### config.mk
export PLATFORM = sky130hd
export DESIGN_NAME = pcfo_top
export DESIGN_NICKNAME = d
export VERILOG_FILES = /design/src/pcfo_pkg.sv /design/src/pcfo_top.sv
export VERILOG_INCLUDE_DIRS = /design/src
export SDC_FILE = /design/constraint.sdc
export NUM_CORES = 1
export LEC_CHECK = 0
export ABC_AREA = 1
export BUFFER_PORTS_ARGS = -buffer_cell sky130_fd_sc_hd__buf_2
export CAP_MARGIN = 10
export CORE_MARGIN = 3
export CORE_UTILIZATION = 55
export CTS_CLUSTER_DIAMETER = 200
export DETAILED_ROUTE_END_ITERATION = 12
export PLACE_DENSITY = 0.73
export SLEW_MARGIN = 25
export SYNTH_ARGS = -nofsm -noshare
export SYNTH_HDL_FRONTEND = slang
export SYNTH_SLANG_ARGS = --single-unit
### constraint.sdc
create_clock -name clk -period 2.1 [get_ports clk]
set_clock_uncertainty 0.15 [all_clocks]
set_input_delay 0.105 -clock clk [delete_from_list [all_inputs] [get_ports clk]]
set_output_delay 0.105 -clock clk [all_outputs]
set_load 0.02 [all_outputs]
### src/pcfo_regs.svh
// register map and timing constants of the counter-array frequency output block
// assumes a byte-wide register port with 8-bit offsets
`ifndef PCFO_REGS_SVH
`define PCFO_REGS_SVH

// ==========================================
// documented compare byte offsets
`define PCFO_CMP0_LO 8'hfb
`define PCFO_CMP0_HI 8'hfc
`define PCFO_CMP1_LO 8'he9
`define PCFO_CMP1_HI 8'hea
`define PCFO_CMP2_LO 8'heb
`define PCFO_CMP2_HI 8'hec
`define PCFO_CMP3_LO 8'hed
`define PCFO_CMP3_HI 8'hee
`define PCFO_CMP4_LO 8'hfd
`define PCFO_CMP4_HI 8'hfe
`define PCFO_CMP5_LO 8'hd2
`define PCFO_CMP5_HI 8'hd3

// ==========================================
// added control and status offsets
`define PCFO_CHMODE_BASE 8'hc0
`define PCFO_CTRMODE 8'hc8
`define PCFO_PULSECFG 8'hc9
`define PCFO_IRQ_STATUS 8'hca
`define PCFO_IRQ_MASK 8'hcb
`define PCFO_CTR_LO 8'hcc
`define PCFO_CTR_HI 8'hcd
`define PCFO_CHMODE0 8'hc0
`define PCFO_CHMODE1 8'hc1
`define PCFO_CHMODE2 8'hc2
`define PCFO_CHMODE3 8'hc3
`define PCFO_CHMODE4 8'hc4
`define PCFO_CHMODE5 8'hc5
`define PCFO_NO_SEL 3'h7

// ==========================================
// field positions
`define PCFO_MODE_CMP_EN 6
`define PCFO_MODE_MATCH_EN 3
`define PCFO_MODE_TOG_EN 2
`define PCFO_MODE_PULSE_EN 1
`define PCFO_CTR_RUN 0
`define PCFO_CPS_LSB 1
`define PCFO_RELOAD_SEL 7

// ==========================================
// clock sources and reset values
`define PCFO_CPS_DIV12 3'h0
`define PCFO_CPS_DIV4 3'h1
`define PCFO_CPS_EXT 3'h2
`define PCFO_CPS_SYS 3'h3
`define PCFO_DIV12_LAST 4'hb
`define PCFO_DIV4_LAST 4'h3
`define PCFO_RST_BYTE 8'h00
`define PCFO_RST_WORD 16'h0000
`define PCFO_NCH 6

`endif

### src/pcfo_pkg.sv
// types shared by the frequency output block
// assumes pcfo_regs.svh alongside
package pcfo_pkg;
    typedef struct packed {
        logic [7:0] addr;
        logic [7:0] wdata;
        logic wr;
        logic rd;
    } pcfo_bus_t;

    typedef struct packed {
        logic cmp_en;
        logic match_en;
        logic tog_en;
        logic pulse_en;
    } pcfo_mode_t;
endpackage

### src/pcfo_top.sv
// six-channel counter array compare block with square wave outputs
// assumes a byte register port and an external counter clock input
`include "pcfo_regs.svh"
`timescale 1ns/100ps

module pcfo_top
    import pcfo_pkg::*;
(
    // clock and reset
    input wire logic clk,
    input wire logic reset,
    // register port
    input wire logic [7:0] addr,
    input wire logic [7:0] wdata,
    input wire logic wr,
    input wire logic rd,
    output logic [7:0] rdata,
    // counter clock source, synchronous pulse per external tick
    input wire logic ext_tick,
    // outputs
    output logic [5:0] channel_output_pin,
    output logic irq
);
    // ==========================================
    // state
    pcfo_bus_t bus;
    pcfo_mode_t mode_reg [0:5];
    logic [15:0] cmp_reg [0:5];
    logic [15:0] reload_reg [0:5];
    logic [15:0] ctr_reg;
    logic [3:0] pre_reg;
    logic [2:0] cps_reg;
    logic run_reg;
    logic reload_sel_reg;
    logic [5:0] flag_reg;
    logic [5:0] mask_reg;
    logic [5:0] pin_reg;
    logic tick;
    logic [2:0] wsel;
    logic wlo;
    logic whi;
    logic [7:0] mode_byte [0:5];
    logic [7:0] rdata_next;

    assign bus = '{addr: addr, wdata: wdata, wr: wr, rd: rd};
    assign channel_output_pin = pin_reg;

    // byte address to channel and half decode
    always_comb begin
        wsel = `PCFO_NO_SEL;
        wlo = 1'b0;
        whi = 1'b0;
        case (bus.addr)
            `PCFO_CMP0_LO: begin
                wsel = 3'h0;
                wlo = 1'b1;
            end
            `PCFO_CMP0_HI: begin
                wsel = 3'h0;
                whi = 1'b1;
            end
            `PCFO_CMP1_LO: begin
                wsel = 3'h1;
                wlo = 1'b1;
            end
            `PCFO_CMP1_HI: begin
                wsel = 3'h1;
                whi = 1'b1;
            end
            `PCFO_CMP2_LO: begin
                wsel = 3'h2;
                wlo = 1'b1;
            end
            `PCFO_CMP2_HI: begin
                wsel = 3'h2;
                whi = 1'b1;
            end
            `PCFO_CMP3_LO: begin
                wsel = 3'h3;
                wlo = 1'b1;
            end
            `PCFO_CMP3_HI: begin
                wsel = 3'h3;
                whi = 1'b1;
            end
            `PCFO_CMP4_LO: begin
                wsel = 3'h4;
                wlo = 1'b1;
            end
            `PCFO_CMP4_HI: begin
                wsel = 3'h4;
                whi = 1'b1;
            end
            `PCFO_CMP5_LO: begin
                wsel = 3'h5;
                wlo = 1'b1;
            end
            `PCFO_CMP5_HI: begin
                wsel = 3'h5;
                whi = 1'b1;
            end
            default: begin
            end
        endcase
    end

    // ==========================================
    // counter clock selection
    always_comb begin
        case (cps_reg)
            `PCFO_CPS_DIV12: tick = (pre_reg == `PCFO_DIV12_LAST);
            `PCFO_CPS_DIV4: tick = (pre_reg[1:0] == `PCFO_DIV4_LAST);
            `PCFO_CPS_EXT: tick = ext_tick;
            `PCFO_CPS_SYS: tick = 1'b1;
            default: tick = 1'b1;
        endcase
        tick = tick & run_reg;
    end

    always_ff @(posedge clk) begin
        if (reset || pre_reg == `PCFO_DIV12_LAST || !run_reg) begin
            pre_reg <= 4'h0;
        end else begin
            pre_reg <= pre_reg + 4'h1;
        end
    end

    always_ff @(posedge clk) begin
        if (reset) begin
            ctr_reg <= `PCFO_RST_WORD;
        end else if (bus.wr && bus.addr == `PCFO_CTR_LO) begin
            ctr_reg[7:0] <= bus.wdata;
        end else if (bus.wr && bus.addr == `PCFO_CTR_HI) begin
            ctr_reg[15:8] <= bus.wdata;
        end else if (tick) begin
            ctr_reg <= ctr_reg + 16'h0001;
        end
    end

    // ==========================================
    // global control registers
    // counter stopped out of reset so software sets it up first
    always_ff @(posedge clk) begin
        if (reset) begin
            cps_reg <= 3'h0;
            run_reg <= 1'b0;
        end else if (bus.wr && bus.addr == `PCFO_CTRMODE) begin
            cps_reg <= bus.wdata[`PCFO_CPS_LSB +: 3];
            run_reg <= bus.wdata[`PCFO_CTR_RUN];
        end
    end

    always_ff @(posedge clk) begin
        if (reset) begin
            reload_sel_reg <= 1'b0;
        end else if (bus.wr && bus.addr == `PCFO_PULSECFG) begin
            reload_sel_reg <= bus.wdata[`PCFO_RELOAD_SEL];
        end
    end

    always_ff @(posedge clk) begin
        if (reset) begin
            mask_reg <= 6'h00;
        end else if (bus.wr && bus.addr == `PCFO_IRQ_MASK) begin
            mask_reg <= bus.wdata[5:0];
        end
    end

    // ==========================================
    // per-channel compare logic
    genvar g;
    generate
        for (g = 0; g < `PCFO_NCH; g++) begin : gch
            logic freq_mode;
            logic lo_match;
            logic full_match;
            logic sel_lo;
            logic sel_hi;
            logic [7:0] step;
            assign freq_mode = mode_reg[g].cmp_en & mode_reg[g].tog_en
                & mode_reg[g].pulse_en;
            // compare disabled blocks every match effect
            assign lo_match = tick && freq_mode && (cmp_reg[g][7:0] == ctr_reg[7:0]);
            assign full_match = tick && mode_reg[g].cmp_en && mode_reg[g].match_en
                && (cmp_reg[g] == ctr_reg);
            assign sel_lo = bus.wr && wlo && wsel == 3'(g);
            assign sel_hi = bus.wr && whi && wsel == 3'(g);
            // 8-bit add wraps so a zero step spans 256 counter ticks
            assign step = cmp_reg[g][7:0] + cmp_reg[g][15:8];
            assign mode_byte[g] = {1'b0, mode_reg[g].cmp_en, 2'b00, mode_reg[g].match_en,
                mode_reg[g].tog_en, mode_reg[g].pulse_en, 1'b0};

            // a software write beats the re-arm add in the same cycle
            always_ff @(posedge clk) begin
                if (reset) begin
                    cmp_reg[g] <= `PCFO_RST_WORD;
                end else if (sel_lo && !reload_sel_reg) begin
                    cmp_reg[g][7:0] <= bus.wdata;
                end else if (sel_hi && !reload_sel_reg) begin
                    cmp_reg[g][15:8] <= bus.wdata;
                end else if (lo_match) begin
                    cmp_reg[g][7:0] <= step;
                end
            end

            // reload bytes are stored only; no pulse width modes here
            always_ff @(posedge clk) begin
                if (reset) begin
                    reload_reg[g] <= `PCFO_RST_WORD;
                end else if (sel_lo && reload_sel_reg) begin
                    reload_reg[g][7:0] <= bus.wdata;
                end else if (sel_hi && reload_sel_reg) begin
                    reload_reg[g][15:8] <= bus.wdata;
                end
            end

            always_ff @(posedge clk) begin
                if (reset) begin
                    mode_reg[g] <= '0;
                end else if (bus.wr && bus.addr == `PCFO_CHMODE_BASE + 8'(g)) begin
                    mode_reg[g].cmp_en <= bus.wdata[`PCFO_MODE_CMP_EN];
                    mode_reg[g].match_en <= bus.wdata[`PCFO_MODE_MATCH_EN];
                    mode_reg[g].tog_en <= bus.wdata[`PCFO_MODE_TOG_EN];
                    mode_reg[g].pulse_en <= bus.wdata[`PCFO_MODE_PULSE_EN];
                end else if (sel_lo) begin
                    mode_reg[g].cmp_en <= 1'b0;
                end else if (sel_hi) begin
                    mode_reg[g].cmp_en <= 1'b1;
                end
            end

            always_ff @(posedge clk) begin
                if (reset) begin
                    pin_reg[g] <= 1'b0;
                end else if (lo_match) begin
                    pin_reg[g] <= ~pin_reg[g];
                end
            end

            // set wins over a write-one clear in the same cycle
            always_ff @(posedge clk) begin
                if (reset) begin
                    flag_reg[g] <= 1'b0;
                end else if (full_match) begin
                    flag_reg[g] <= 1'b1;
                end else if (bus.wr && bus.addr == `PCFO_IRQ_STATUS && bus.wdata[g]) begin
                    flag_reg[g] <= 1'b0;
                end
            end
        end
    endgenerate

    // ==========================================
    // interrupt output, registered
    always_ff @(posedge clk) begin
        if (reset) begin
            irq <= 1'b0;
        end else begin
            irq <= |(flag_reg & mask_reg);
        end
    end

    // ==========================================
    // read mux; unmapped addresses read as zero
    always_comb begin
        rdata_next = `PCFO_RST_BYTE;
        case (bus.addr)
            `PCFO_CMP0_LO: begin
                rdata_next = reload_sel_reg ? reload_reg[0][7:0] : cmp_reg[0][7:0];
            end
            `PCFO_CMP0_HI: begin
                rdata_next = reload_sel_reg ? reload_reg[0][15:8] : cmp_reg[0][15:8];
            end
            `PCFO_CMP1_LO: begin
                rdata_next = reload_sel_reg ? reload_reg[1][7:0] : cmp_reg[1][7:0];
            end
            `PCFO_CMP1_HI: begin
                rdata_next = reload_sel_reg ? reload_reg[1][15:8] : cmp_reg[1][15:8];
            end
            `PCFO_CMP2_LO: begin
                rdata_next = reload_sel_reg ? reload_reg[2][7:0] : cmp_reg[2][7:0];
            end
            `PCFO_CMP2_HI: begin
                rdata_next = reload_sel_reg ? reload_reg[2][15:8] : cmp_reg[2][15:8];
            end
            `PCFO_CMP3_LO: begin
                rdata_next = reload_sel_reg ? reload_reg[3][7:0] : cmp_reg[3][7:0];
            end
            `PCFO_CMP3_HI: begin
                rdata_next = reload_sel_reg ? reload_reg[3][15:8] : cmp_reg[3][15:8];
            end
            `PCFO_CMP4_LO: begin
                rdata_next = reload_sel_reg ? reload_reg[4][7:0] : cmp_reg[4][7:0];
            end
            `PCFO_CMP4_HI: begin
                rdata_next = reload_sel_reg ? reload_reg[4][15:8] : cmp_reg[4][15:8];
            end
            `PCFO_CMP5_LO: begin
                rdata_next = reload_sel_reg ? reload_reg[5][7:0] : cmp_reg[5][7:0];
            end
            `PCFO_CMP5_HI: begin
                rdata_next = reload_sel_reg ? reload_reg[5][15:8] : cmp_reg[5][15:8];
            end
            `PCFO_CHMODE0: begin
                rdata_next = mode_byte[0];
            end
            `PCFO_CHMODE1: begin
                rdata_next = mode_byte[1];
            end
            `PCFO_CHMODE2: begin
                rdata_next = mode_byte[2];
            end
            `PCFO_CHMODE3: begin
                rdata_next = mode_byte[3];
            end
            `PCFO_CHMODE4: begin
                rdata_next = mode_byte[4];
            end
            `PCFO_CHMODE5: begin
                rdata_next = mode_byte[5];
            end
            `PCFO_CTRMODE: begin
                rdata_next = {4'h0, cps_reg, run_reg};
            end
            `PCFO_PULSECFG: begin
                rdata_next = {reload_sel_reg, 7'h00};
            end
            `PCFO_IRQ_STATUS: begin
                rdata_next = {2'b00, flag_reg};
            end
            `PCFO_IRQ_MASK: begin
                rdata_next = {2'b00, mask_reg};
            end
            `PCFO_CTR_LO: begin
                rdata_next = ctr_reg[7:0];
            end
            `PCFO_CTR_HI: begin
                rdata_next = ctr_reg[15:8];
            end
            default: begin
                rdata_next = `PCFO_RST_BYTE;
            end
        endcase
    end

    // read data stands one cycle after the strobe, zero otherwise
    // no read side effects, so a stray read never disturbs a channel
    always_ff @(posedge clk) begin
        if (reset) begin
            rdata <= `PCFO_RST_BYTE;
        end else if (bus.rd) begin
            rdata <= rdata_next;
        end else begin
            rdata <= `PCFO_RST_BYTE;
        end
    end
endmodule

After elaboration in Yosys (flattened, before gate mapping). Memories as Yosys holds them, arrays and structs flattened. Index checks and enable logic that the tools add are counted.

Register bits: 52. Memory bits (writable): 216. Input port bits: 21. Output and inout bits: 15. Word-level logic and storage cells: 565. Memories: 3.

Memories: cmp_reg (words 6, width 16, read ports 6, clocked after Yosys merged registers in 0, write ports 6, RTL line pcfo_top.sv:28) `logic [15:0] cmp_reg [0:5];`; reload_reg (words 6, width 16, read ports 6, clocked after Yosys merged registers in 0, write ports 6, RTL line pcfo_top.sv:29) `logic [15:0] reload_reg [0:5];`; mode_reg (words 6, width 4, read ports 6, clocked after Yosys merged registers in 0, write ports 6, RTL line pcfo_top.sv:27) `pcfo_mode_t mode_reg [0:5];`.

$add $sub $neg: 8. Equal/unequal tests: 46. Mux-type cells: 287. Bitwise logic cells: 88. Reductions and logical operators: 112.

Operators with widths (count): $mux 8 (45); $mux 1 (238); $eq 8x8->1 const B (24); $pmux 8 s24 (1); $eq 16x16->1 (6); $logic_and 1x1->1 (86); $or 1x1->1 (66); $add 8x8->8 (6); $eq 8x8->1 (6); $pmux 3 s6 (1); $reduce_or 6->1 (3); $add 16x1->16 const B (1); $mux 16 (1); $reduce_bool 2->1 (8); $reduce_or 2->1 (7); $and 1x1->1 (13); $eq 3x2->1 const B (3); $not 1->1 (8); $and 6x6->6 (1); $eq 3x1->1 const B (2); $eq 3x3->1 const B (2); $logic_not 3->1 (2); $add 4x1->4 const B (1); $eq 4x4->1 const B (1); other kinds (6) (9).

Depth between registers and ports, before layout. Gate-level depths: netlist (run 1).

Word-level depth: 11. Gate-level depth with buffers: 14. Gate-level depth less buffers: 14.

Worst setup path before layout (run 1). OpenSTA, ideal clock, no wires.

Kind: input to register. From: input addr[6]. To: memory reload_reg[4][0] (enable). Library setup time: 384 ps. Arrival: 1794 ps. Required time: 1566 ps. Slack: -228 ps. Cell stages on the path: 10. Buffers on the path: 0. Path through: nand2_2 -> nor2_1 -> nand2_4 -> nand2_1 -> nor2_2 -> nand2_4 -> nand2_8 -> nor2_1 -> inv_1 -> o21ai_0.

RTL lines: from (decl) (RTL line pcfo_top.sv:13) `input wire logic [7:0] addr,`; to (decl) (RTL line pcfo_top.sv:29).

==> results_dict.tcl, run 1 <==
set metrics [dict create \
    r2r-end "cmp_reg[3][1]" \
    gp_congestion 1.09 \
    async_flop_share_pct 0 \
    grt_first_pass_wirelength_um 95800 \
    final_cell_area_um2 21500 \
    failed_checks "setup timing" \
    min_from "addr[1]" \
    reg2reg_depth 11 \
    drc 0 \
    tightest_slew_ns 0.677 \
    critPathRequiredTime_ns 2.35 \
    cts.clk_slew.worst_paths_ns 0.06 \
    wl_per_cell_um 23.9 \
    hpwl_um 48300 \
    crit_path_end_kind "flop" \
    syn_avg_cell_area_um2 7.95 \
    setup_viol 68 \
    fin_nets 2475 \
    syn_area_um2 16500 \
    yosysSeqAreaShare_pct 45.7 \
    tritoncts "done" \
    drive_gt1_share_pct 25.7 \
    worstSkewPairLatency_ns 0.58 \
    antenna_found_initial 1 \
    cts-buffers-inserted 30 \
    dieArea_um2 32100 \
    final_cells 2813 \
    die_w_um 179 \
    yosysWarnings 0 \
    fmax_mhz 445 \
    synthToLayoutAreaGrowth_pct 30.6 \
    wirelength_um 67300 \
    worst_slack_ns -0.146 \
    drt_iter0_drc 2754 \
    hp-class "in2reg" \
    die_y_um 179 \
    synth_cells 2071 \
    synth_edf_count 216 \
    cts-root-buf "clkbuf_16" \
    rows 62 \
    worstHoldPathCells 6 \
    portBuffers 35 \
    grt_max_degree 45 \
    clock-sinks 268 \
    clockBufferDepth 3 \
    grt-ovfl-total 0 \
    fp.coreArea_um2 29100 \
    first_global_vias 16300 \
    ys_types 53 \
    path_max_fanout 8 \
    power_leakage_nw 9.28 \
    critical_path_arrival_ns 2.50 \
    rsz0062_at_grt "true" \
    io_pins 36 \
    synth_seq_cells 268 \
    synthFlopType "edfxtp_1" \
    ant_nets 0 \
    first_pass_iters 7 \
    cap_violations 0 \
    initial_core_util_pct 56.6 \
    p_per_area_nw_per_um2 602 \
    ir_drop_uv 932 \
    final-hold-violation-count 0 \
    fin_crit_ns 2.25 \
    nFillCells 2235 \
    r2r-start "ctr_reg[1]" \
    placedInstanceArea_um2 19300 \
    rrSetupSlack_ns -0.15 \
    status "complete, but fails checks" \
    slew_headroom_pct 54.8 \
    grt_usage_pct 40.7 \
    drv_slew 0 \
    routed_via_density 6.07 \
    setup.worst_path.start_class "flop" \
    post-route-period-util_pct 107 \
    dp_cells 2702 \
    vias 17100 \
    hold_path_end "mode_reg[4][2]" \
    path_class "reg2reg" \
    htree_levels 1 \
    synth_fp_nets 2142 \
]
## stage by stage
stage	hold slack (ns)	setup TNS, ns	power, mW	worst slack, ns	util (%)
3_3_place_gp	0.301	-34.86	7.03	-0.246	66.5
6_report	0.111	-3.39	12.9	-0.146	73.9
5_1_grt	0.115	-9.59	13.2	-0.245	73.9
3_5_place_dp	0.307	-45.78	7.05	-0.287	66.5
4_1_cts	0.106	-0.0111	12.8	-0.00829	72.4
2_1_floorplan	0.124	-0.0881	6.54	-0.0110	-
## Yosys cell counts, types with 13 or more instances
cell type	instances	area share, %
a21oi_1	129	3.9
buf_2	13	0.39
clkbuf_1	57	1.3
dfxtp_1	52	6.3
edfxtp_1	216	39
ha_1	44	3.3
inv_1	166	3.8
inv_2	15	0.34
nand2_1	574	13
nand2_2	19	0.72
nand3_1	66	2.0
nand4_1	48	1.8
nor2_1	275	6.3
nor2_2	13	0.49
nor3_1	27	0.82
o21ai_0	98	3.0
o22ai_1	29	1.1
xnor2_1	40	2.1
xor2_1	43	2.3
## layout by cell type (no fill, tap or decap), types with 9 or more instances in the layout
| master | n |
|---|---|
| xor2_1 | 42 |
| dfxtp_1 | 47 |
| clkbuf_16 | 35 |
| dlygate4sd3_1 | 15 |
| nor2_4 | 21 |
| edfxtp_1 | 216 |
| o21ai_0 | 79 |
| xnor2_1 | 40 |
| nand3_2 | 10 |
| buf_4 | 296 |
| inv_2 | 17 |
| clkinv_1 | 10 |
| buf_6 | 9 |
| buf_2 | 35 |
| inv_1 | 158 |
| nor2_1 | 252 |
| nand2_1 | 552 |
| nand4_1 | 48 |
| or2_2 | 12 |
| o211ai_1 | 12 |
| nor3_2 | 9 |
| nor2_2 | 27 |
| nor3_1 | 17 |
| clkinvlp_4 | 10 |
| nand3_1 | 55 |
| nand2_2 | 37 |
| buf_12 | 25 |
| ha_1 | 36 |
| a21oi_1 | 125 |
| o22ai_1 | 29 |
| o21ai_1 | 25 |
## repair_timing
item                                    in CTS  in global routing
pin swaps                                   35                 59
endpoints found under the setup margin     111                123
resized for setup                           79                 67
cloned                                       0                  4
hold buffers                                15                  0
endpoints found under the hold margin      113                  0
setup buffers                               22                 17
## layout make-up
class / count / area, um2 / area share, %
timing repair buffer: 384 / 3250 / 15.1
multi-input combinational: 1532 / 8400 / 39.1
sequential: 268 / 7540 / 35.0
antenna: 1 / 2.50 / 0.0116
clock inverter: 23 / 312 / 1.45
inverter: 188 / 732 / 3.40
tap: 384 / 480 / 2.23
clock buffer: 33 / 793 / 3.69
## power breakdown
part | total [mW] | switching, mW | internal, mW
logic | 1.09 | 0.699 | 0.394
registers | 5.98 | 0.120 | 5.86
clock network | 5.87 | 2.29 | 3.58
## metal layers
| metal | track usage [%] | part of all wire, % | up-vias |
|---|---|---|---|
| met1 | 51.9 | 35 | 7820 |
| li1 | - | - | 7579 |
| met3 | 11.0 | 14 | 333 |
| met5 | 0 | 0 | - |
| met4 | 22.2 | 7.1 | 0 |
| met2 | 63.0 | 43 | 1341 |
## how the worst max path moves through the flow
stage | to | from | cells past startpoint | slack (ns)
after floorplan | reload_reg[4][0] | addr[6] | 10 | -0.01
after global placement | cmp_reg[2][2] | ctr_reg[1] | 8 | -0.25
after detailed placement | cmp_reg[1][6] | ctr_reg[1] | 8 | -0.29
after CTS | cmp_reg[1][2] | ctr_reg[1] | 10 | -0.008
after global routing | cmp_reg[3][1] | pre_reg[1] | 12 | -0.25
final | cmp_reg[3][1] | ctr_reg[1] | 11 | -0.15
## worst max-delay path, stage by stage, from the launching register on
cell and delay (ns):
dfxtp_4 0.38, buf_4 0.15, buf_4 0.14, xnor2_1 0.15, nand3_1 0.09, nor2_1 0.12
nand2_2 0.10, nor3_4 0.23, nand2_2 0.13, nor2_4 0.22, nand2_1 0.09, o21ai_1 0.11
## cell families (layout without fill, tap and decap cells)
| logic type | after synthesis | after routing | synth area share, % |
|---|---|---|---|
| simple gates | 1080 | 1080 | 28.5 |
| fa+ha+maj | 50 | 50 | 4.07 |
| xor+xnor | 83 | 83 | 4.41 |
| compound gates | 319 | 319 | 10.9 |
| flops | 268 | 268 | 45.7 |
| other cells | 0 | 1 | 0 |
| buf+inv | 271 | 628 | 6.36 |
Power figures use the tool's default switching activity.
==> run 2, diff against run 1 <==
- CORE_MARGIN: 3 -> not set
==> run 2 against run 1 <==
Effect of this change:
- register-to-register slack gained 0.04 ns
- core utilization grew 0.62 points
- hold slack lost 0.086 ns
- fmax grew 1.8%
- critical path type unchanged
- clock-buffer cell count grew 3
- die area shrank 4.4%
- combinational power is essentially flat
- the flow still finishes with violations (setup timing)
- sequential cell count is the same
==> results_dict.tcl, run 2 (synthesized netlist as in run 1, its figures left out) <==
set metrics [dict create \
    worstSkewPairLatency_ns 0.57 \
    tritoncts "done" \
    setup.worst_path.start_class "flop" \
    worst_slack_ns -0.106 \
    min_from "addr[3]" \
    tns_ns -1.61 \
    dieArea_um2 30600 \
    hp-class "in2reg" \
    placedInstanceArea_um2 19500 \
    hold_path_end "reload_sel_reg" \
    grt_max_degree 47 \
    drv_slew 0 \
    wirelength_um 69000 \
    cp_top_family "simple AND/OR/NAND/NOR gates" \
    die_w_um 175 \
    rows 62 \
    path_cells "ha_4, nand3_2, nor2_2, nor2_2, nor2_4, buf_6, inv_4, nor3_4, nand2_2, nor2_4, nand2_1, o21ai_1" \
    antennaDiodeCount 0 \
    p_per_area_nw_per_um2 575 \
    hpwl_um 49800 \
    antenna_found_initial 2 \
    failed_checks "setup timing" \
    slowest_delay_ns 0.36 \
    r2r-end "cmp_reg[3][0]" \
    clockBufferDepth 3 \
    tightest_slew_ns 0.650 \
    fp.coreArea_um2 29100 \
    gp_congestion 1.02 \
    fmax_mhz 453 \
    setup_viol 42 \
    first_pass_iters 8 \
    fin_nets 2503 \
    nFillCells 2208 \
    cap_violations 0 \
    drc 0 \
    io_pins 36 \
    utilization_pct 74.6 \
    vias 17200 \
    drive_gt1_share_pct 26.9 \
    wl_per_cell_um 24.3 \
    rrSetupSlack_ns -0.11 \
    path_class "reg2reg" \
    path_max_fanout 8 \
    critical_path_arrival_ns 2.46 \
    cts-buffers-inserted 29 \
    initial_core_util_pct 56.6 \
    power_leakage_nw 9.41 \
    drt_iter0_drc 2462 \
    layout_common_cells "nand2_1 (555), buf_4 (325), nor2_1 (256), edfxtp_1 (216), inv_1 (154)" \
    clock-sinks 268 \
    final_cell_area_um2 21700 \
    grt_usage_pct 43.7 \
    path_buf_inv 2 \
    portBuffers 35 \
    ir_drop_uv 672 \
    post-route-period-util_pct 105 \
    grt-ovfl-total 0 \
    synthToLayoutAreaGrowth_pct 31.7 \
    rsz0062_at_grt "true" \
    routed_via_density 6.07 \
    cts-root-buf "clkbuf_16" \
    first_global_vias 16200 \
    grt_first_pass_wirelength_um 98100 \
    fin_crit_ns 2.21 \
    reg2reg_depth 12 \
    critPathRequiredTime_ns 2.36 \
    slowest_stage "dfxtp_2" \
    htree_levels 1 \
    crit_path_end_kind "flop" \
    final-hold-violation-count 0 \
    pre_cts_slack_ns -0.449 \
    slew_headroom_pct 56.6 \
    mostFrequentLayoutCell "nand2_1" \
    totalPowerFinal_mw 12.5 \
    worstHoldPathCells 6 \
    die_y_um 175 \
    r2r-start "pre_reg[0]" \
    status "complete, but fails checks" \
    cts.clk_slew.worst_paths_ns 0.07 \
    ant_nets 0 \
]
-- run 2: worst reg2reg max path: stages, from the launching register on --
cell	delay, ns
dfxtp_2	0.36
ha_4	0.16
nand3_2	0.08
nor2_2	0.10
nor2_2	0.06
nor2_4	0.15
buf_6	0.16
inv_4	0.04
nor3_4	0.23
nand2_2	0.12
nor2_4	0.24
nand2_1	0.10
o21ai_1	0.10
-- run 2: worst max-delay path by stage --
stage	start	endpoint	slack [ns]	cells after the start
after detailed placement	pre_reg[0]	cmp_reg[2][7]	-0.45	11
after global routing	pre_reg[0]	cmp_reg[4][1]	-0.17	12
after global placement	pre_reg[0]	cmp_reg[2][6]	-0.45	11
final	pre_reg[0]	cmp_reg[3][0]	-0.11	12
after floorplan	addr[6]	reload_reg[4][0]	-0.01	10
after CTS	pre_reg[1]	cmp_reg[4][4]	-0.14	12
-- run 2: where the power goes --
group | total, mW | internal [mW] | switching (mW)
combinational | 1.10 | 0.399 | 0.704
clock | 5.39 | 3.19 | 2.20
sequential | 5.98 | 5.86 | 0.120
total | 12.5 | 9.45 | 3.02
-- run 2: area by class of cell --
cell class	count	area, um2	share of cell area [%]
Multi-Input combinational cell	1532	8510	39.2
Tap cell	384	480	2.22
Clock buffer	36	772	3.56
Sequential cell	268	7540	34.8
Clock inverter	15	199	0.917
Inverter	188	727	3.35
Timing Repair Buffer	413	3460	16.0
-- run 2: stage by stage --
stage / std cells / hold slack, ns
final: 2836 / 0.0255
after global routing: 2836 / 0.0396
after CTS: 2815 / 0.0130
after detailed placement: 2739 / 0.312
after global placement: 2739 / 0.299
after floorplan: 2071 / 0.124
-- run 2: per-layer routing --
metal	wire length, um	GRT usage (%)	vias to the layer above
met5	9	0	-
met4	4960	26.1	2
met3	9390	8.79	322
met2	29500	66.7	1277
met1	25100	57.4	7983
li1	-	-	7626
-- run 2: timing repair --
| action | in CTS | in global routing |
|---|---|---|
| endpoints found under the hold margin | 67 | 0 |
| resized for setup | 74 | 110 |
| hold buffers | 10 | 0 |
| pin swaps | 36 | 67 |
| gates cloned | 1 | 4 |
| setup buffers | 15 | 20 |
| setup endpoints to repair | 114 | 136 |
